## src/clock_module_pkg.sv

```systemverilog
// Constants and types shared by the clock generation block
package clock_module_pkg;

    // ----------------------------------------------------------------
    // Clock rate and times
    // ----------------------------------------------------------------
    localparam int SYS_FREQ_KHZ = 125000;
    localparam int MISS_TIME_NS = 1000;
    localparam int SYS_PERIOD_NS = 8;
    localparam int MISS_CYCLES = (MISS_TIME_NS + SYS_PERIOD_NS - 1) / SYS_PERIOD_NS;
    localparam int LIMP_FREQ_KHZ = 2500;
    localparam int LIMP_HALF_CYCLES = SYS_FREQ_KHZ / (2 * LIMP_FREQ_KHZ);

    // ----------------------------------------------------------------
    // Widths and reset values
    // ----------------------------------------------------------------
    localparam int RATIO_W = 4;
    localparam int CNT_W = 16;
    localparam logic [3:0] RATIO_RESET = 4'h0;
    localparam logic [3:0] RATIO_MAX = 4'hc;
    localparam logic [1:0] POST_DIVIDER_SELECT_RESET = 2'h0;
    localparam logic [1:0] CORE_SRC_RESET = 2'h0;

    // ----------------------------------------------------------------
    // Post-divider codes
    // ----------------------------------------------------------------
    localparam logic [1:0] POST_DIVIDER_SELECT_BY2 = 2'h2;
    localparam logic [1:0] POST_DIVIDER_SELECT_BY1 = 2'h3;
    localparam logic [1:0] DIV_LIMIT_BY4 = 2'h3;
    localparam logic [1:0] DIV_LIMIT_BY2 = 2'h1;
    localparam logic [1:0] DIV_LIMIT_BY1 = 2'h0;

    // ----------------------------------------------------------------
    // Core source codes
    // ----------------------------------------------------------------
    localparam logic [1:0] SRC_OSC_ONE = 2'h0;
    localparam logic [1:0] SRC_OSC_TWO = 2'h1;
    localparam logic [1:0] SRC_XTAL = 2'h2;
    localparam logic [1:0] SRC_EXT = 2'h3;

    // ----------------------------------------------------------------
    // Pin inputs to synchronise
    // ----------------------------------------------------------------
    localparam int PIN_N = 5;
    localparam int PIN_OSC_ONE = 0;
    localparam int PIN_OSC_TWO = 1;
    localparam int PIN_XTAL = 2;
    localparam int PIN_EXT_A = 3;
    localparam int PIN_EXT_B = 4;

    // ----------------------------------------------------------------
    // PLL modes
    // ----------------------------------------------------------------
    typedef enum logic [1:0] {
        ST_BYPASS = 2'b00,
        ST_LOCKING = 2'b01,
        ST_ENABLED = 2'b11,
        ST_OFF = 2'b10
    } pll_mode_e;

endpackage : clock_module_pkg

```

## src/rate_multiplier.sv

```systemverilog
// Edge-rate multiplier standing in for the PLL oscillator
`timescale 1ns/1ps
module rate_multiplier
(
    // Clock and reset
    input wire logic clk_i,
    input wire logic rst_n_i,
    // Source edges and ratio
    input wire logic edge_i,
    input wire logic [clock_module_pkg::RATIO_W-1:0] ratio_i,
    // Multiplied edges
    output logic tick_o
);

    logic [clock_module_pkg::CNT_W-1:0] count;
    logic [clock_module_pkg::CNT_W-1:0] period;
    logic [clock_module_pkg::CNT_W-1:0] acc;
    logic [clock_module_pkg::CNT_W-1:0] next_acc;

    // ----------------------------------------------------------------
    // Source period measurement
    // ----------------------------------------------------------------
    always_ff @(posedge clk_i or negedge rst_n_i)
    begin
        if (!rst_n_i)
        begin
            count <= '0;
            period <= '1;
        end
        else if (edge_i)
        begin
            count <= '0;
            period <= count + 16'h1;
        end
        else if (count != '1)
        begin
            count <= count + 16'h1;
        end
    end

    // ----------------------------------------------------------------
    // Ratio edges per source edge
    // ----------------------------------------------------------------
    always_comb
    begin
        next_acc = acc + {12'h0, ratio_i};
    end

    always_ff @(posedge clk_i or negedge rst_n_i)
    begin
        if (!rst_n_i)
        begin
            acc <= '0;
            tick_o <= 1'b0;
        end
        else if (next_acc >= period)
        begin
            acc <= next_acc - period;
            tick_o <= 1'b1;
        end
        else
        begin
            acc <= next_acc;
            tick_o <= 1'b0;
        end
    end

endmodule : rate_multiplier

```

## src/pll_clock_ctrl.sv

```systemverilog
// PLL clock generation with missing-clock detection and limp mode
`timescale 1ns/1ps
module pll_clock_ctrl
#(
    parameter int LOCK_EDGES = 8192,
    parameter int NMI_WD_CYCLES = 65535
)
(
    // Clock and resets
    input wire logic SYS_CLK_I,
    input wire logic RST_N_I,
    input wire logic WDOG_RST_I,
    input wire logic DBG_RST_I,
    // Oscillator and clock pins
    input wire logic OSC_ONE_I,
    input wire logic OSC_TWO_I,
    input wire logic XTAL_I,
    input wire logic EXT_PIN_A_I,
    input wire logic EXT_PIN_B_I,
    // Protected writes
    input wire logic PROT_WR_EN_I,
    input wire logic RATIO_WR_I,
    input wire logic [3:0] RATIO_DATA_I,
    input wire logic STATUS_WR_I,
    input wire logic [1:0] POST_DIVIDER_SELECT_DATA_I,
    input wire logic PLL_OFF_DATA_I,
    input wire logic CTRL_WR_I,
    input wire logic [1:0] CORE_SRC_DATA_I,
    input wire logic WDOG_SRC_DATA_I,
    input wire logic TIMER2_SRC_DATA_I,
    input wire logic EXT_OFF_DATA_I,
    input wire logic FAIL_RST_SEL_DATA_I,
    input wire logic EXT_SEL_WR_I,
    input wire logic EXT_SEL_DATA_I,
    // Flag clears
    input wire logic MCLK_CLR_I,
    input wire logic NMI_CLR_I,
    // Clocks out
    output logic CPU_CLK_O,
    output logic SYS_CLK_OUT_O,
    output logic WDOG_CLK_O,
    output logic TIMER2_CLK_O,
    // Status
    output logic [3:0] RATIO_O,
    output logic [1:0] POST_DIVIDER_SELECT_O,
    output logic LOCK_O,
    output logic PLL_OFF_O,
    output logic BYPASS_O,
    output logic MISSING_CLK_O,
    output logic LIMP_O,
    output logic NMI_O,
    output logic RESET_REQ_O
);

    localparam int CNT_W = clock_module_pkg::CNT_W;
    clock_module_pkg::pll_mode_e mode;
    clock_module_pkg::pll_mode_e next_mode;
    logic [clock_module_pkg::PIN_N-1:0] pin_meta;
    logic [clock_module_pkg::PIN_N-1:0] pin_sync;
    logic [1:0] core_src;
    logic wdog_src;
    logic timer2_src;
    logic ext_off;
    logic ext_sel;
    logic fail_rst_sel;
    logic ext_clk;
    logic osc_level;
    logic osc_prev;
    logic osc_edge;
    logic mult_tick;
    logic pre_edge;
    logic [1:0] div_cnt;
    logic [clock_module_pkg::CNT_W-1:0] lock_cnt;
    logic [clock_module_pkg::CNT_W-1:0] miss_cnt;
    logic [clock_module_pkg::CNT_W-1:0] limp_cnt;
    logic [clock_module_pkg::CNT_W-1:0] nmi_cnt;
    logic limp_tick;
    logic lost;
    logic ratio_wr;
    logic status_wr;
    logic ctrl_wr;
    logic core_rst;

    function automatic logic [1:0] div_limit(input logic [1:0] sel);
        case (sel)
            clock_module_pkg::POST_DIVIDER_SELECT_BY2: div_limit = clock_module_pkg::DIV_LIMIT_BY2;
            clock_module_pkg::POST_DIVIDER_SELECT_BY1: div_limit = clock_module_pkg::DIV_LIMIT_BY1;
            default: div_limit = clock_module_pkg::DIV_LIMIT_BY4;
        endcase
    endfunction : div_limit

    // ----------------------------------------------------------------
    // Write qualification
    // ----------------------------------------------------------------
    assign ratio_wr = RATIO_WR_I & PROT_WR_EN_I;
    assign status_wr = STATUS_WR_I & PROT_WR_EN_I;
    assign ctrl_wr = CTRL_WR_I & PROT_WR_EN_I;
    assign core_rst = WDOG_RST_I | DBG_RST_I;

    // ----------------------------------------------------------------
    // Pin synchronisers
    // ----------------------------------------------------------------
    genvar gi;
    generate
        for (gi = 0; gi < clock_module_pkg::PIN_N; gi++)
        begin : g_sync
            always_ff @(posedge SYS_CLK_I or negedge RST_N_I)
            begin
                if (!RST_N_I)
                begin
                    pin_meta[gi] <= 1'b0;
                    pin_sync[gi] <= 1'b0;
                end
                else
                begin
                    pin_meta[gi] <= (gi == clock_module_pkg::PIN_OSC_ONE) ? OSC_ONE_I :
                                    (gi == clock_module_pkg::PIN_OSC_TWO) ? OSC_TWO_I :
                                    (gi == clock_module_pkg::PIN_XTAL) ? XTAL_I :
                                    (gi == clock_module_pkg::PIN_EXT_A) ? EXT_PIN_A_I :
                                    EXT_PIN_B_I;
                    pin_sync[gi] <= pin_meta[gi];
                end
            end
        end
    endgenerate

    // ----------------------------------------------------------------
    // Source selection
    // ----------------------------------------------------------------
    always_comb
    begin
        ext_clk = ext_sel ? pin_sync[clock_module_pkg::PIN_EXT_B]
                          : pin_sync[clock_module_pkg::PIN_EXT_A];
        ext_clk = ext_clk & ~ext_off;
        case (core_src)
            clock_module_pkg::SRC_OSC_ONE: osc_level = pin_sync[clock_module_pkg::PIN_OSC_ONE];
            clock_module_pkg::SRC_OSC_TWO: osc_level = pin_sync[clock_module_pkg::PIN_OSC_TWO];
            clock_module_pkg::SRC_XTAL: osc_level = pin_sync[clock_module_pkg::PIN_XTAL];
            default: osc_level = ext_clk;
        endcase
    end

    assign osc_edge = osc_level ^ osc_prev;

    always_ff @(posedge SYS_CLK_I or negedge RST_N_I)
    begin
        if (!RST_N_I)
        begin
            osc_prev <= 1'b0;
            WDOG_CLK_O <= 1'b0;
            TIMER2_CLK_O <= 1'b0;
        end
        else
        begin
            osc_prev <= osc_level;
            WDOG_CLK_O <= wdog_src ? pin_sync[clock_module_pkg::PIN_OSC_TWO]
                                   : pin_sync[clock_module_pkg::PIN_OSC_ONE];
            TIMER2_CLK_O <= timer2_src ? pin_sync[clock_module_pkg::PIN_OSC_TWO]
                                       : pin_sync[clock_module_pkg::PIN_OSC_ONE];
        end
    end

    // ----------------------------------------------------------------
    // Clock control and external clock control
    // ----------------------------------------------------------------
    always_ff @(posedge SYS_CLK_I or negedge RST_N_I)
    begin
        if (!RST_N_I)
        begin
            core_src <= clock_module_pkg::CORE_SRC_RESET;
            wdog_src <= 1'b0;
            timer2_src <= 1'b0;
            ext_off <= 1'b0;
            fail_rst_sel <= 1'b0;
            ext_sel <= 1'b0;
        end
        else if (ctrl_wr)
        begin
            core_src <= CORE_SRC_DATA_I;
            wdog_src <= WDOG_SRC_DATA_I;
            timer2_src <= TIMER2_SRC_DATA_I;
            ext_off <= EXT_OFF_DATA_I;
            fail_rst_sel <= FAIL_RST_SEL_DATA_I;
        end
        else if (EXT_SEL_WR_I & PROT_WR_EN_I)
        begin
            ext_sel <= EXT_SEL_DATA_I;
        end
    end

    // ----------------------------------------------------------------
    // Ratio and status registers
    // ----------------------------------------------------------------
    always_ff @(posedge SYS_CLK_I or negedge RST_N_I)
    begin
        if (!RST_N_I)
        begin
            RATIO_O <= clock_module_pkg::RATIO_RESET;
            POST_DIVIDER_SELECT_O <= clock_module_pkg::POST_DIVIDER_SELECT_RESET;
            PLL_OFF_O <= 1'b0;
        end
        else if (WDOG_RST_I)
        begin
            RATIO_O <= clock_module_pkg::RATIO_RESET;
            POST_DIVIDER_SELECT_O <= clock_module_pkg::POST_DIVIDER_SELECT_RESET;
            PLL_OFF_O <= 1'b0;
        end
        else
        begin
            if (ratio_wr && RATIO_DATA_I <= clock_module_pkg::RATIO_MAX)
            begin
                RATIO_O <= RATIO_DATA_I;
            end
            if (status_wr)
            begin
                POST_DIVIDER_SELECT_O <= POST_DIVIDER_SELECT_DATA_I;
                PLL_OFF_O <= PLL_OFF_DATA_I;
            end
        end
    end

    // ----------------------------------------------------------------
    // Lock period counter
    // ----------------------------------------------------------------
    always_ff @(posedge SYS_CLK_I or negedge RST_N_I)
    begin
        if (!RST_N_I)
        begin
            lock_cnt <= '0;
            LOCK_O <= 1'b0;
        end
        else if (WDOG_RST_I || ratio_wr)
        begin
            lock_cnt <= '0;
            LOCK_O <= 1'b0;
        end
        else if (osc_edge && !LOCK_O)
        begin
            lock_cnt <= lock_cnt + 16'h1;
            LOCK_O <= (lock_cnt == CNT_W'(LOCK_EDGES - 1));
        end
    end

    // ----------------------------------------------------------------
    // PLL mode
    // ----------------------------------------------------------------
    always_comb
    begin
        next_mode = mode;
        case (mode)
            clock_module_pkg::ST_BYPASS:
                if (PLL_OFF_O) next_mode = clock_module_pkg::ST_OFF;
                else if (ratio_wr && RATIO_DATA_I != '0) next_mode = clock_module_pkg::ST_LOCKING;
            clock_module_pkg::ST_LOCKING:
                if (PLL_OFF_O) next_mode = clock_module_pkg::ST_OFF;
                else if (RATIO_O == '0) next_mode = clock_module_pkg::ST_BYPASS;
                else if (LOCK_O) next_mode = clock_module_pkg::ST_ENABLED;
            clock_module_pkg::ST_ENABLED:
                if (PLL_OFF_O) next_mode = clock_module_pkg::ST_OFF;
                else if (ratio_wr) next_mode = (RATIO_DATA_I == '0) ?
                    clock_module_pkg::ST_BYPASS : clock_module_pkg::ST_LOCKING;
            clock_module_pkg::ST_OFF:
                if (!PLL_OFF_O) next_mode = clock_module_pkg::ST_BYPASS;
            default:
                next_mode = clock_module_pkg::ST_BYPASS;
        endcase
    end

    always_ff @(posedge SYS_CLK_I or negedge RST_N_I)
    begin
        if (!RST_N_I)
        begin
            mode <= clock_module_pkg::ST_BYPASS;
            BYPASS_O <= 1'b1;
        end
        else if (WDOG_RST_I)
        begin
            mode <= clock_module_pkg::ST_BYPASS;
            BYPASS_O <= 1'b1;
        end
        else
        begin
            mode <= next_mode;
            BYPASS_O <= (next_mode != clock_module_pkg::ST_ENABLED);
        end
    end

    // ----------------------------------------------------------------
    // Multiplier
    // ----------------------------------------------------------------
    rate_multiplier u_mult
    (
        .clk_i(SYS_CLK_I),
        .rst_n_i(RST_N_I),
        .edge_i(osc_edge),
        .ratio_i(RATIO_O),
        .tick_o(mult_tick)
    );

    // ----------------------------------------------------------------
    // Missing clock detection and limp clock
    // ----------------------------------------------------------------
    assign lost = (miss_cnt >= CNT_W'(clock_module_pkg::MISS_CYCLES));
    assign limp_tick = (limp_cnt == CNT_W'(clock_module_pkg::LIMP_HALF_CYCLES - 1));

    always_ff @(posedge SYS_CLK_I or negedge RST_N_I)
    begin
        if (!RST_N_I)
        begin
            miss_cnt <= '0;
            limp_cnt <= '0;
        end
        else
        begin
            // Held clear while powered down, so waking gives no false loss
            miss_cnt <= (osc_edge || mode == clock_module_pkg::ST_OFF) ? '0
                        : (lost ? miss_cnt : miss_cnt + 16'h1);
            limp_cnt <= limp_tick ? '0 : limp_cnt + 16'h1;
        end
    end

    always_ff @(posedge SYS_CLK_I or negedge RST_N_I)
    begin
        if (!RST_N_I)
        begin
            LIMP_O <= 1'b0;
            MISSING_CLK_O <= 1'b0;
            NMI_O <= 1'b0;
            RESET_REQ_O <= 1'b0;
            nmi_cnt <= '0;
        end
        else if (core_rst)
        begin
            LIMP_O <= 1'b0;
            MISSING_CLK_O <= 1'b0;
            NMI_O <= 1'b0;
            RESET_REQ_O <= 1'b0;
            nmi_cnt <= '0;
        end
        else
        begin
            if (lost && !LIMP_O && mode != clock_module_pkg::ST_OFF)
            begin
                LIMP_O <= 1'b1;
            end
            else if (LIMP_O && !lost && !MISSING_CLK_O)
            begin
                LIMP_O <= 1'b0;
            end
            // Set wins over clear
            MISSING_CLK_O <= (lost && !LIMP_O && mode != clock_module_pkg::ST_OFF)
                             | (MISSING_CLK_O & ~MCLK_CLR_I);
            NMI_O <= (lost && !LIMP_O && mode != clock_module_pkg::ST_OFF)
                     | (NMI_O & ~NMI_CLR_I);
            RESET_REQ_O <= (fail_rst_sel && lost && !LIMP_O
                            && mode != clock_module_pkg::ST_OFF)
                           || (!fail_rst_sel && NMI_O
                               && nmi_cnt == CNT_W'(NMI_WD_CYCLES - 1));
            nmi_cnt <= (NMI_O && !fail_rst_sel && !NMI_CLR_I) ? nmi_cnt + 16'h1 : '0;
        end
    end

    // ----------------------------------------------------------------
    // Post-divider and clock outputs
    // ----------------------------------------------------------------
    always_comb
    begin
        if (LIMP_O)
            pre_edge = limp_tick;
        else if (mode == clock_module_pkg::ST_ENABLED)
            pre_edge = mult_tick;
        else
            pre_edge = osc_edge;
    end

    always_ff @(posedge SYS_CLK_I or negedge RST_N_I)
    begin
        if (!RST_N_I)
        begin
            div_cnt <= '0;
            CPU_CLK_O <= 1'b0;
            SYS_CLK_OUT_O <= 1'b0;
        end
        else if (pre_edge)
        begin
            if (div_cnt >= div_limit(POST_DIVIDER_SELECT_O))
            begin
                div_cnt <= '0;
                CPU_CLK_O <= ~CPU_CLK_O;
                SYS_CLK_OUT_O <= ~CPU_CLK_O;
            end
            else
            begin
                div_cnt <= div_cnt + 2'h1;
            end
        end
    end

endmodule : pll_clock_ctrl

```

## config.mk

```make
export PLATFORM = sky130hd
export DESIGN_NAME = pll_clock_ctrl
export DESIGN_NICKNAME = d
export VERILOG_FILES = /design/src/clock_module_pkg.sv /design/src/rate_multiplier.sv /design/src/pll_clock_ctrl.sv
export SDC_FILE = /design/constraint.sdc
export NUM_CORES = 1
export LEC_CHECK = 0
export BUFFER_PORTS_ARGS = -buffer_cell sky130_fd_sc_hd__buf_4
export CAP_MARGIN = 20
export CORE_MARGIN = 1.5
export CORE_UTILIZATION = 40
export DETAILED_ROUTE_END_ITERATION = 12
export PLACE_DENSITY = 0.55
export SLEW_MARGIN = 20
export SYNTH_ARGS = -nofsm -noshare
export SYNTH_HDL_FRONTEND = slang
export SYNTH_HIERARCHICAL = 1
export SYNTH_SLANG_ARGS = --single-unit
```

## constraint.sdc

```tcl
create_clock -name SYS_CLK_I -period 5.37 [get_ports SYS_CLK_I]
set_clock_uncertainty 0.15 [all_clocks]
set_input_delay 0.2685 -clock SYS_CLK_I [delete_from_list [all_inputs] [get_ports SYS_CLK_I]]
set_output_delay 0.2685 -clock SYS_CLK_I [all_outputs]
set_load 0.02 [all_outputs]
```

Word level (Yosys, flattened, before mapping)
Index checks and enable logic that the tools add are counted.

operators by class
  reductions and logical operators = 34
  add/subtract/negate cells = 8
  multiplexer cells = 46
  equality and inequality tests = 14
  magnitude comparators = 4
  bitwise operators = 16

operators with widths
  cell                                                                count
  2-to-1 mux 16 bit                                                   10
  adder 16 x 1 -> 16 bit, second input constant                       5
  2-to-1 mux 2 bit                                                    13
  2-to-1 mux 1 bit                                                    18
  adder 16 x 4 -> 16 bit                                              1
  equality test 16 x 13 -> 1 bit, second input constant               1
  equality test 16 bit, second input constant                         1
  equality test 16 x 5 -> 1 bit, second input constant                1
  greater-or-equal comparator 16 bit                                  1
  greater-or-equal comparator 16 x 7 -> 1 bit, second input constant  1
  != test 16 bit, second input constant                               1
  subtractor 16 bit                                                   1
  logical AND 1 bit                                                   13
  equality test 2 bit, second input constant                          5
  logical NOT 4 bit                                                   2
  2-to-1 mux 4 bit                                                    2
  one-hot mux 2 bit (4 select lines)                                  1
  nonzero test 2 bit                                                  4
  bitwise AND 1 bit                                                   7
  logical NOT 1 bit                                                   6
  inverter 1 bit                                                      5
  equality test 2 x 1 -> 1 bit, second input constant                 2
  <= comparator 4 bit, second input constant                          1
  logical NOT 2 bit                                                   2
  12 further kinds                                                    18

storage, ports and cells
  input bits = 30
  word-level logic and storage cells = 161
  output and inout port bits = 17
  register bits after elaboration = 151

Logic depth before layout (Yosys ltp)
Gate-level depths: netlist (run 1).

  depth after elaboration = 9
  mapped depth = 17
  depth with buffers taken out = 14

Cells and area by module
Netlist (run 1), hierarchy kept.

by module, submodules not included
  module           cells each  area an instance (um2)  seq. area each (um2)  times used
  pll_clock_ctrl   461         4814.6                  2553.7                1
  rate_multiplier  351         3290.7                  1246.2                1

Least setup slack after synthesis (run 1)
No wires, ideal clock.

  kind = register to register
  from = reg RATIO_O[1]
  to = reg u_mult/acc[11] (netlist name)
  arrival time = 3.899 ns
  period minus slack after synthesis = 4.174 ns
  setup time = 0.125 ns
  buffers on the path = 3
  required time = 5.095 ns
  stages on the path, launching flop included = 18
  slack = 1.196 ns
  path through = dfrtp_1 ha_1 a211o_1 a21oi_1 nor2_1 and3_1 xnor2_1 inv_1 ha_1 and3_1 buf_6 and3_4 a31o_1 o31a_1 a21o_1 buf_6 buf_6 mux2_4

between the ends
  cells in the longest elaborated chain, start to end = 3
  elaborated cells between the ends (all ways) = 4
  those cells by class = add/sub: 2; order compare: 1; mux: 1

RTL lines
  element                                                                         line                                          text
  start, declared                                                                 pll_clock_ctrl.sv:44                          output logic [3:0] RATIO_O,
  start signal, assigned                                                          pll_clock_ctrl.sv:198                         RATIO_O <= clock_module_pkg::RATIO_RESET;
  start signal, assigned                                                          pll_clock_ctrl.sv:204                         RATIO_O <= clock_module_pkg::RATIO_RESET;
  adder 16 x 4 -> 16 bit *                                                        rate_multiplier.sv:46                         next_acc = acc + {12'h0, ratio_i};
  subtractor 16 bit / greater-or-equal comparator 16 bit (equally long branches)  rate_multiplier.sv:58, rate_multiplier.sv:56
  2-to-1 mux 16 bit *                                                             rate_multiplier.sv:56                         else if (next_acc >= period)
  end signal, assigned                                                            rate_multiplier.sv:58                         acc <= next_acc - period;
  end signal, assigned                                                            rate_multiplier.sv:63                         acc <= next_acc;
  end, declared                                                                   rate_multiplier.sv:17                         logic [clock_module_pkg::CNT_W-1:0] acc;

Mark *: on every way between the ends. The rest lies on a longest branch, timed or not.
A chain may end at the register's enable or synchronous reset.

Final worst setup path (run 1)
  from = reg RATIO_O[1]
  to = reg u_mult/acc[1] (netlist name)

Same word-level chain as after synthesis.

==> results.yml, run 1 <==
timing:
  fin_crit_ns: 4.69
  tns_ns: 0
  hold-worst-slack_ns: 0.0145
  fin_crit_sh: 0.874
  rsz0062_at_grt: "false"
  drv_slew: 0
  slew_headroom: 0.421
  timing.fmax_mhz: 213
  worst_pin_slew_ns: 0.869
  hold_violations: 0
  setup_viol: 0
grt:
  antenna_found_initial: 0
  grt_pass1_vias: 6192
  grt_pass1_wl_mm: 29.4
  grt_overflow_total: 0
  grt_start_max_net_pins: 96
  grtUsageTotal: 0.172
clock_tree:
  cts-buffers-inserted: 17
  postCtsSetupRepairBufs: 0
  postCtsHoldBufs: 28
  cts_root_buf: "clkbuf_16"
  htree_levels: 4
  post_cts_resized: 0
  clk_latency_ns: 0.43
  clkSinkCount: 151
  clkTransAtPathRegs_ns: 0.06
  clk_path_buf_depth: 2
  cts_tree: "built"
floorplan:
  die_h_microns: 145
  row_count: 51
  die-area_sq_um: 21100
  dieWidth_microns: 145
  io_pins: 47
  core_area_sq_um: 19700
  initial_core_util: 0.412
critical_path:
  rr_worst_depth: 14
  worstPathArrival_ns: 4.84
  r2r-end: "u_mult/acc[1]"
  critical_path_class: "flip-flop to flip-flop"
  critPathLaunchType: "flip-flop"
  reg2reg_from: "RATIO_O[1]"
  cp_max_fo: 16
  crit_path_end_kind: "flip-flop"
  reg2reg_setup_slack_ns: 0.68
  cp_data_required_time_ns: 5.52
worst_hold_path:
  hold_class: "input port to flip-flop"
  hold-path-cell-count: 3
  whs_endpoint: "RATIO_O[3]"
  hp-start: "RATIO_DATA_I[3]"
flow_run:
  maxCapViolCount: 0
power_and_ir_drop:
  combPwrFrac: 0.448
  power_frac_seq: 0.306
  switching_share: 0.373
  powerDensity_nw_per_um2: 515
  power.switching_mw: 1.83
  clockPowerShare: 0.247
  p_leak_nw: 4.16
  peakVddDrop_mv: 0.484
  p_int_mw: 3.08
logic_synthesis:
  yosysMostFrequentCell: "dfrtp_1"
  synth_top_area_frac: 0.414
  yosys.area_share.simple: 0.197
  synth_edf_count: 0
  synthXorXnorAreaFrac: 0.0713
  synthAdderAreaFrac: 0.0528
  synth.area.top_cells: "dfrtp_1 (41%), dfstp_2 (5.5%), ha_1 (4.8%)"
  yosys_warnings: 6
  ys_top_cells_by_count: "dfrtp_1 (134), nor2_1 (73), a21oi_1 (57), nand2_1 (50), inv_1 (40)"
  synth-compound-area-share: 0.127
  syn_avg_cell_area_sq_um: 9.98
  synth_mux_area_frac: 0.0462
  syn-num-nets: 875
  netlist_area_sq_um: 8110
  ys_ff_latch: 151
  synthFlopType: "dfrtp_1"
  synth_top_family_by_area: "simple AND/OR/NAND/NOR gates"
  synthCells: 812
  async_reset_ff_frac: 1.00
  yosys.cell_types.count: 67
  yosysSeqAreaShare: 0.469
  yosys.area.top_type: "dfrtp_1"
routing:
  drc: 0
  vias_per_cell: 5.34
  drt_iter0_drc: 305
  routed_wirelength_mm: 17.7
  ant_nets: 0
  dr.pass1.iters: 5
  via_count: 6194
  wire_per_inst_microns: 15.3
place:
  dp_hpwl_mm: 12.4
  globalplace.congestion: 0.867
  dpl_cell_area_sq_um: 8660
  portBuffers: 46
layout:
  design_area_sq_um: 9550
  areaGrowthSynthToFinish_pct: 17.8
  drive_above_1_share: 0.138
  final_nets: 944
  diodes: 0
  fillCellCount: 1829
outcome:
  run_status: "finished, final reports clean"
## worst max-delay path, cell delays in order (launching register included)
cell,delay (ns)
dfrtp_1,0.44
ha_1,0.35
a211o_1,0.29
a21oi_1,0.33
nor2_1,0.13
and3_1,0.21
xnor2_1,0.19
inv_1,0.08
ha_1,0.38
and3_1,0.33
and3_4,0.24
a31o_1,0.15
o31a_1,0.21
a21o_1,0.70
mux2_1,0.39
## power groups by stage
stage               clock (mW)  sequential (mW)  combinational (mW)
global route              1.29             1.53                2.43
floorplan                    0             1.49                1.76
finish                    1.21             1.50                2.20
detailed placement           0             1.52                2.17
CTS                       1.25             1.50                2.20
global placement             0             1.52                2.12
## cell usage in the layout (no fill, tap or decap), types with 15 or more instances in the layout
cell,count
dlygate4sd3_1,28
and3_1,20
clkbuf_16,17
dfrtp_1,134
buf_4,48
xor2_1,32
nand4_1,19
dfstp_2,17
ha_1,31
or3_1,15
nand2b_1,17
nand2_1,50
inv_1,40
nor2_1,73
o21ai_0,35
a21oi_1,57
nand3_1,34
xnor2_1,34
## logic make-up (layout without fill, tap and decap cells)
kind of cell,count (synthesis),in the layout
compound gates,163,163
xor+xnor,66,66
fa+ha+maj,33,33
buf+inv,67,149
flops,151,151
mux,32,32
simple gates,300,300
## metal layers
metal,share of wire,track usage,wire length (microns),vias up
li1,-,-,-,3024
met1,0.45,0.208,7890,3054
met2,0.52,0.304,9140,94
met3,0.027,0.0373,480,22
met4,0.012,0.0541,213,0
met5,0,0,0,-
## layout make-up
cell class / instances / area, sq um / share of cell area
sequential: 151 / 3800 / 0.398
clock buffer: 23 / 488 / 0.0511
clock inverter: 9 / 116 / 0.0122
tap: 265 / 332 / 0.0347
timing repair buffer: 77 / 652 / 0.0683
inverter: 40 / 150 / 0.0157
multi-input combinational: 594 / 4010 / 0.420
## worst max-delay path by stage
stage / cells past startpoint / start / end / slack [ns]
2_1_floorplan: 17 / RATIO_O[1] / u_mult/acc[11] / 1.20
3_3_place_gp: 14 / RATIO_O[1] / u_mult/acc[1] / 0.87
3_5_place_dp: 14 / RATIO_O[1] / u_mult/acc[5] / 0.73
4_1_cts: 14 / RATIO_O[1] / u_mult/acc[1] / 0.67
5_1_grt: 14 / RATIO_O[1] / u_mult/acc[6] / 0.34
6_report: 14 / RATIO_O[1] / u_mult/acc[1] / 0.68
## stage by stage
stage / utilization / setup slack [ns] / total power, mW / cells
after global placement: 0.441 / 0.871 / 3.64 / 1099
after CTS: 0.486 / 0.675 / 4.95 / 1159
after floorplan: - / 1.20 / 3.25 / 812
after detailed placement: 0.441 / 0.725 / 3.69 / 1099
final: 0.486 / 0.677 / 4.92 / 1159
after global routing: 0.486 / 0.342 / 5.25 / 1159
## state kept, by name, summed over array words and instances, names as in the netlist, 2 cells and up
name / cells
POST_DIVIDER_SELECT_O: 2
RATIO_O: 4
core_src: 2
div_cnt: 2
limp_cnt: 16
lock_cnt: 16
miss_cnt: 16
mode: 2
nmi_cnt: 16
pin_meta: 5
pin_sync: 5
u_mult/acc: 16
u_mult/count: 16
u_mult/period: 16
Note: power is estimated with default switching activity, not from simulation.
==> inputs of run 2 (changes only) <==
--- a/config.mk
+++ b/config.mk
@@ -5,7 +5,7 @@
 export SDC_FILE = /design/constraint.sdc
 export NUM_CORES = 1
 export LEC_CHECK = 0
-export BUFFER_PORTS_ARGS = -buffer_cell sky130_fd_sc_hd__buf_4
+export BUFFER_PORTS_ARGS = -buffer_cell sky130_fd_sc_hd__buf_2
 export CAP_MARGIN = 20
 export CORE_MARGIN = 1.5
 export CORE_UTILIZATION = 40
==> run 2 against run 1 <==
Compared with the run above: worst setup slack better by 0.013 ns; power up 0.13%; largest cell class unchanged; core utilization down 0.80 points; largest power group unchanged; die area unchanged; sequential share of layout area up 0.66 points; combinational power about the same; cell count down 0.26%; critical path type unchanged.
==> results.yml, run 2 (synthesis gave the netlist of run 1 again) <==
layout:
  fillCellCount: 1851
  areaGrowthSynthToFinish_pct: 15.9
  final_nets: 940
  mostFrequentLayoutCells: "dfrtp_1 (134), nor2_1 (73), a21oi_1 (57)"
  drive_above_1_share: 0.139
  mostFrequentLayoutCell: "dfrtp_1"
floorplan:
  initial_core_util: 0.412
  row_count: 51
  die_h_microns: 145
  core_area_sq_um: 19700
  io_pins: 47
  dieWidth_microns: 145
  die-area_sq_um: 21100
timing:
  hold-worst-slack_ns: 0.0107
  timing.fmax_mhz: 214
  hold_violations: 0
  tns_ns: 0
  rsz0062_at_grt: "false"
  fin_crit_sh: 0.871
  setup_viol: 0
  drv_slew: 0
  fin_crit_ns: 4.68
  worst_pin_slew_ns: 0.939
  slew_headroom: 0.374
routing:
  drc: 0
  routed_wirelength_mm: 17.8
  drt_iter0_drc: 279
  wire_per_inst_microns: 15.4
  dr.pass1.iters: 5
  ant_nets: 0
  vias_per_cell: 5.33
  via_count: 6158
place:
  dp_hpwl_mm: 12.6
  portBuffers: 46
  globalplace.congestion: 0.843
grt:
  grt_start_max_net_pins: 103
  antenna_found_initial: 1
  grtUsageTotal: 0.179
  grt_overflow_total: 0
  grt_pass1_wl_mm: 30.9
  grt_pass1_vias: 6484
power_and_ir_drop:
  clockPowerShare: 0.246
  combPwrFrac: 0.449
  powerDensity_nw_per_um2: 524
  power_frac_seq: 0.305
  peakVddDrop_mv: 0.448
  power.switching_mw: 1.87
  p_leak_nw: 4.11
  switching_share: 0.380
  p_int_mw: 3.05
critical_path:
  critical_path_class: "flip-flop to flip-flop"
  cp_max_fo: 16
  cp_data_required_time_ns: 5.52
  path_delay_family: "compound AO/OA/AOI/OAI gates"
  worstPathArrival_ns: 4.83
  critPathLaunchType: "flip-flop"
  cp_slowest_stage_delay_ns: 0.72
  rr_worst_depth: 14
  crit_path_end_kind: "flip-flop"
  path_cells: "ha_1, a211o_1, a21oi_1, nor2_1, and3_1, xnor2_1, inv_1, ha_1, and3_1, and3_4, a31o_1, o31a_1, a21o_1, mux2_1"
  path_depth: 14
  path_buf_inv: 1
  cp_slowest_cell: "a21o_1"
worst_hold_path:
  hold_class: "input port to flip-flop"
  hold-path-cell-count: 3
clock_tree:
  clkSinkCount: 151
  clk_latency_ns: 0.42
  clk_path_buf_depth: 2
  cts_root_buf: "clkbuf_16"
  htree_levels: 4
  clkTransAtPathRegs_ns: 0.06
  cts_tree: "built"
  post_cts_resized: 0
  cts-buffers-inserted: 17
  postCtsHoldBufs: 24
  postCtsSetupRepairBufs: 0
flow_run:
  maxCapViolCount: 0
outcome:
  run_status: "finished, final reports clean"
run 2: power by group through the flow:
stage	clock network, mW	logic, mW	registers [mW]
2_1_floorplan	0	1.76	1.49
3_3_place_gp	0	2.11	1.52
3_5_place_dp	0	2.17	1.52
4_1_cts	1.25	2.20	1.50
5_1_grt	1.30	2.45	1.53
6_report	1.21	2.21	1.50
run 2: final timing paths:
kind,start,end,slack [ns]
setup / recovery,RATIO_O[1],u_mult/acc[4],0.69
hold / removal,RATIO_DATA_I[3],RATIO_O[3],0.01
setup reg to reg,RATIO_O[1],u_mult/acc[4],0.69
hold reg to reg,pin_meta[0],pin_sync[0],0.20
max in group asynchronous,RST_N_I,mode[1],3.42
min in group asynchronous,RST_N_I,nmi_cnt[4],0.38
run 2: per-layer routing:
layer | part of all wire | GRT usage
met5 | 0 | 0
met4 | 0.015 | 0.0699
met3 | 0.027 | 0.0342
met2 | 0.52 | 0.322
met1 | 0.44 | 0.210
run 2: worst register-to-register path, stage by stage, from the launching register on:
cell and delay (ns):
dfrtp_1 0.44, ha_1 0.35, a211o_1 0.28, a21oi_1 0.32
nor2_1 0.13, and3_1 0.21, xnor2_1 0.18, inv_1 0.07
ha_1 0.38, and3_1 0.32, and3_4 0.23, a31o_1 0.14
o31a_1 0.21, a21o_1 0.72, mux2_1 0.40
run 2: metrics by stage:
step / utilization / instance area [sq um] / total power, mW / std cells / setup WS [ns]
final: 0.478 / 9390 / 4.92 / 1156 / 0.690
after floorplan: - / 8110 / 3.25 / 812 / 1.20
after CTS: 0.478 / 9390 / 4.95 / 1155 / 0.707
after global placement: 0.435 / 8550 / 3.62 / 1099 / 0.868
after global routing: 0.478 / 9390 / 5.27 / 1156 / 0.358
after detailed placement: 0.435 / 8550 / 3.69 / 1099 / 0.769
run 2: final cells by class:
cell class	count	area, sq um	share of cell area
multi-input combinational	594	4010	0.427
sequential	151	3800	0.405
timing repair buffer	73	499	0.0532
clock buffer	20	457	0.0486
tap	265	332	0.0353
inverter	40	150	0.0160
clock inverter	12	141	0.0151
antenna	1	2.50	0.000266
==> inputs of run 3 (changes only) <==
--- a/config.mk
+++ b/config.mk
@@ -9,6 +9,8 @@
 export CAP_MARGIN = 20
 export CORE_MARGIN = 1.5
 export CORE_UTILIZATION = 40
+export CTS_BUF_LIST = sky130_fd_sc_hd__clkbuf_8 sky130_fd_sc_hd__clkbuf_16
+export CTS_CLUSTER_SIZE = 24
 export DETAILED_ROUTE_END_ITERATION = 12
 export PLACE_DENSITY = 0.55
 export SLEW_MARGIN = 20
==> run 3 against run 2 <==
Compared with the run above: worst setup slack lost 0.015 ns; routed wire length grew 0.18%; final area is the same; critical path depth is the same; die area is the same; first-iteration DRC count is the same; critical path type unchanged.
==> results.yml, run 3 (synthesis gave the netlist of run 1 again) <==
outcome:
  run_status: "finished, final reports clean"
timing:
  worst_pin_slew_ns: 0.939
  fin_crit_ns: 4.69
  fin_crit_sh: 0.874
  slew_headroom: 0.374
  tns_ns: 0
  hold-worst-slack_ns: 0.00987
  timing.fmax_mhz: 213
  hold_violations: 0
  setup_viol: 0
  rsz0062_at_grt: "false"
  drv_slew: 0
critical_path:
  path_cells: "ha_1, a211o_1, a21oi_1, nor2_1, and3_1, xnor2_1, inv_1, ha_1, and3_1, and3_4, a31o_1, o31a_1, a21o_1, mux2_1"
  cp_max_fo: 16
  reg2reg_setup_slack_ns: 0.68
  critPathLaunchType: "flip-flop"
  worstPathArrival_ns: 4.84
  r2r-end: "u_mult/acc[4]"
  critical_path_class: "flip-flop to flip-flop"
  cp_slowest_cell: "a21o_1"
  reg2reg_from: "RATIO_O[1]"
  rr_worst_depth: 14
  cp_data_required_time_ns: 5.52
  crit_path_end_kind: "flip-flop"
  cp_slowest_stage_delay_ns: 0.72
routing:
  wire_per_inst_microns: 15.5
  drt_iter0_drc: 279
  drc: 0
  ant_nets: 0
  dr.pass1.iters: 5
  vias_per_cell: 5.32
  routed_wirelength_mm: 17.9
  via_count: 6151
grt:
  antenna_found_initial: 1
  grt_overflow_total: 0
  grt_pass1_wl_mm: 30.9
  grt_pass1_vias: 6484
  grtUsageTotal: 0.179
  grt_start_max_net_pins: 103
layout:
  postLayoutCoreUtil: 0.478
  fillCellCount: 1851
  areaGrowthSynthToFinish_pct: 15.9
  drive_above_1_share: 0.139
  final_nets: 940
  mostFrequentLayoutCell: "dfrtp_1"
  mostFrequentLayoutCells: "dfrtp_1 (134), nor2_1 (73), a21oi_1 (57)"
clock_tree:
  cts_tree: "built"
  clk_latency_ns: 0.42
  clkSinkCount: 151
  clk_path_buf_depth: 2
  cts-buffers-inserted: 17
  clkTransAtPathRegs_ns: 0.06
  htree_levels: 4
  post_cts_resized: 0
  cts_root_buf: "clkbuf_16"
floorplan:
  row_count: 51
  die-area_sq_um: 21100
  core_area_sq_um: 19700
  die_h_microns: 145
  initial_core_util: 0.412
  dieWidth_microns: 145
  io_pins: 47
power_and_ir_drop:
  powerDensity_nw_per_um2: 524
  peakVddDrop_mv: 0.450
  p_leak_nw: 4.11
place:
  globalplace.congestion: 0.843
  dp_hpwl_mm: 12.6
  portBuffers: 46
worst_hold_path:
  hold-path-cell-count: 3
  hold_class: "input port to flip-flop"
  whs_endpoint: "RATIO_O[3]"
  hp-start: "RATIO_DATA_I[3]"
flow_run:
  maxCapViolCount: 0
## run 3: repair_timing
item                                   4_1_cts  5_1_grt
setup buffers                                0        0
hold buffers                                24        0
setup endpoints to repair                    0        0
endpoints found under the hold margin      121        0
## run 3: final cells by class
type | instances | area [sq um] | share of cell area
Sequential cell | 151 | 3800 | 0.405
Clock inverter | 13 | 145 | 0.0155
Timing Repair Buffer | 73 | 499 | 0.0532
Clock buffer | 19 | 453 | 0.0482
Inverter | 40 | 150 | 0.0160
Multi-Input combinational cell | 594 | 4010 | 0.427
Antenna cell | 1 | 2.50 | 0.000266
Tap cell | 265 | 332 | 0.0353
## run 3: worst max-delay path: cells and delay by family, from the launching register on
family | cells | cell delay [ns]
and+or+nand+nor | 4 | 0.91
DFF | 1 | 0.44
AOI/OAI and AO/OA | 5 | 1.67
adders and majority gates | 2 | 0.73
muxes | 1 | 0.39
xor gates and xnor gates | 1 | 0.18
buffers and inverters | 1 | 0.07
## run 3: worst max-delay path by stage
stage                     startpoint        endpoint  cells after the start
final                     RATIO_O[1]   u_mult/acc[4]                     14
after global routing      RATIO_O[1]   u_mult/acc[6]                     14
after CTS                 RATIO_O[1]   u_mult/acc[6]                     14
after detailed placement  RATIO_O[1]   u_mult/acc[6]                     14
after global placement    RATIO_O[1]   u_mult/acc[1]                     14
after floorplan           RATIO_O[1]  u_mult/acc[11]                     17
## run 3: stage by stage
| step | worst slack [ns] | area (sq um) | instances | power [mW] |
|---|---|---|---|---|
| floorplan | 1.20 | 8110 | 812 | 3.25 |
| global placement | 0.868 | 8550 | 1099 | 3.62 |
| detailed placement | 0.769 | 8550 | 1099 | 3.69 |
| CTS | 0.707 | 9390 | 1155 | 4.95 |
| global route | 0.358 | 9390 | 1156 | 5.27 |
| finish | 0.675 | 9390 | 1156 | 4.92 |
## run 3: layer usage
layer,vias up,part of all wire,GRT usage
li1,3026,-,-
met1,3041,0.45,0.210
met2,67,0.52,0.322
met3,17,0.024,0.0342
met4,0,0.015,0.0699
met5,-,0,0
## run 3: report_power, final
group / total [mW] / internal [mW] / switching [mW]
registers: 1.50 / 1.36 / 0.140
clock network: 1.21 / 0.716 / 0.495
logic: 2.21 / 0.973 / 1.24
total: 4.92 / 3.05 / 1.87
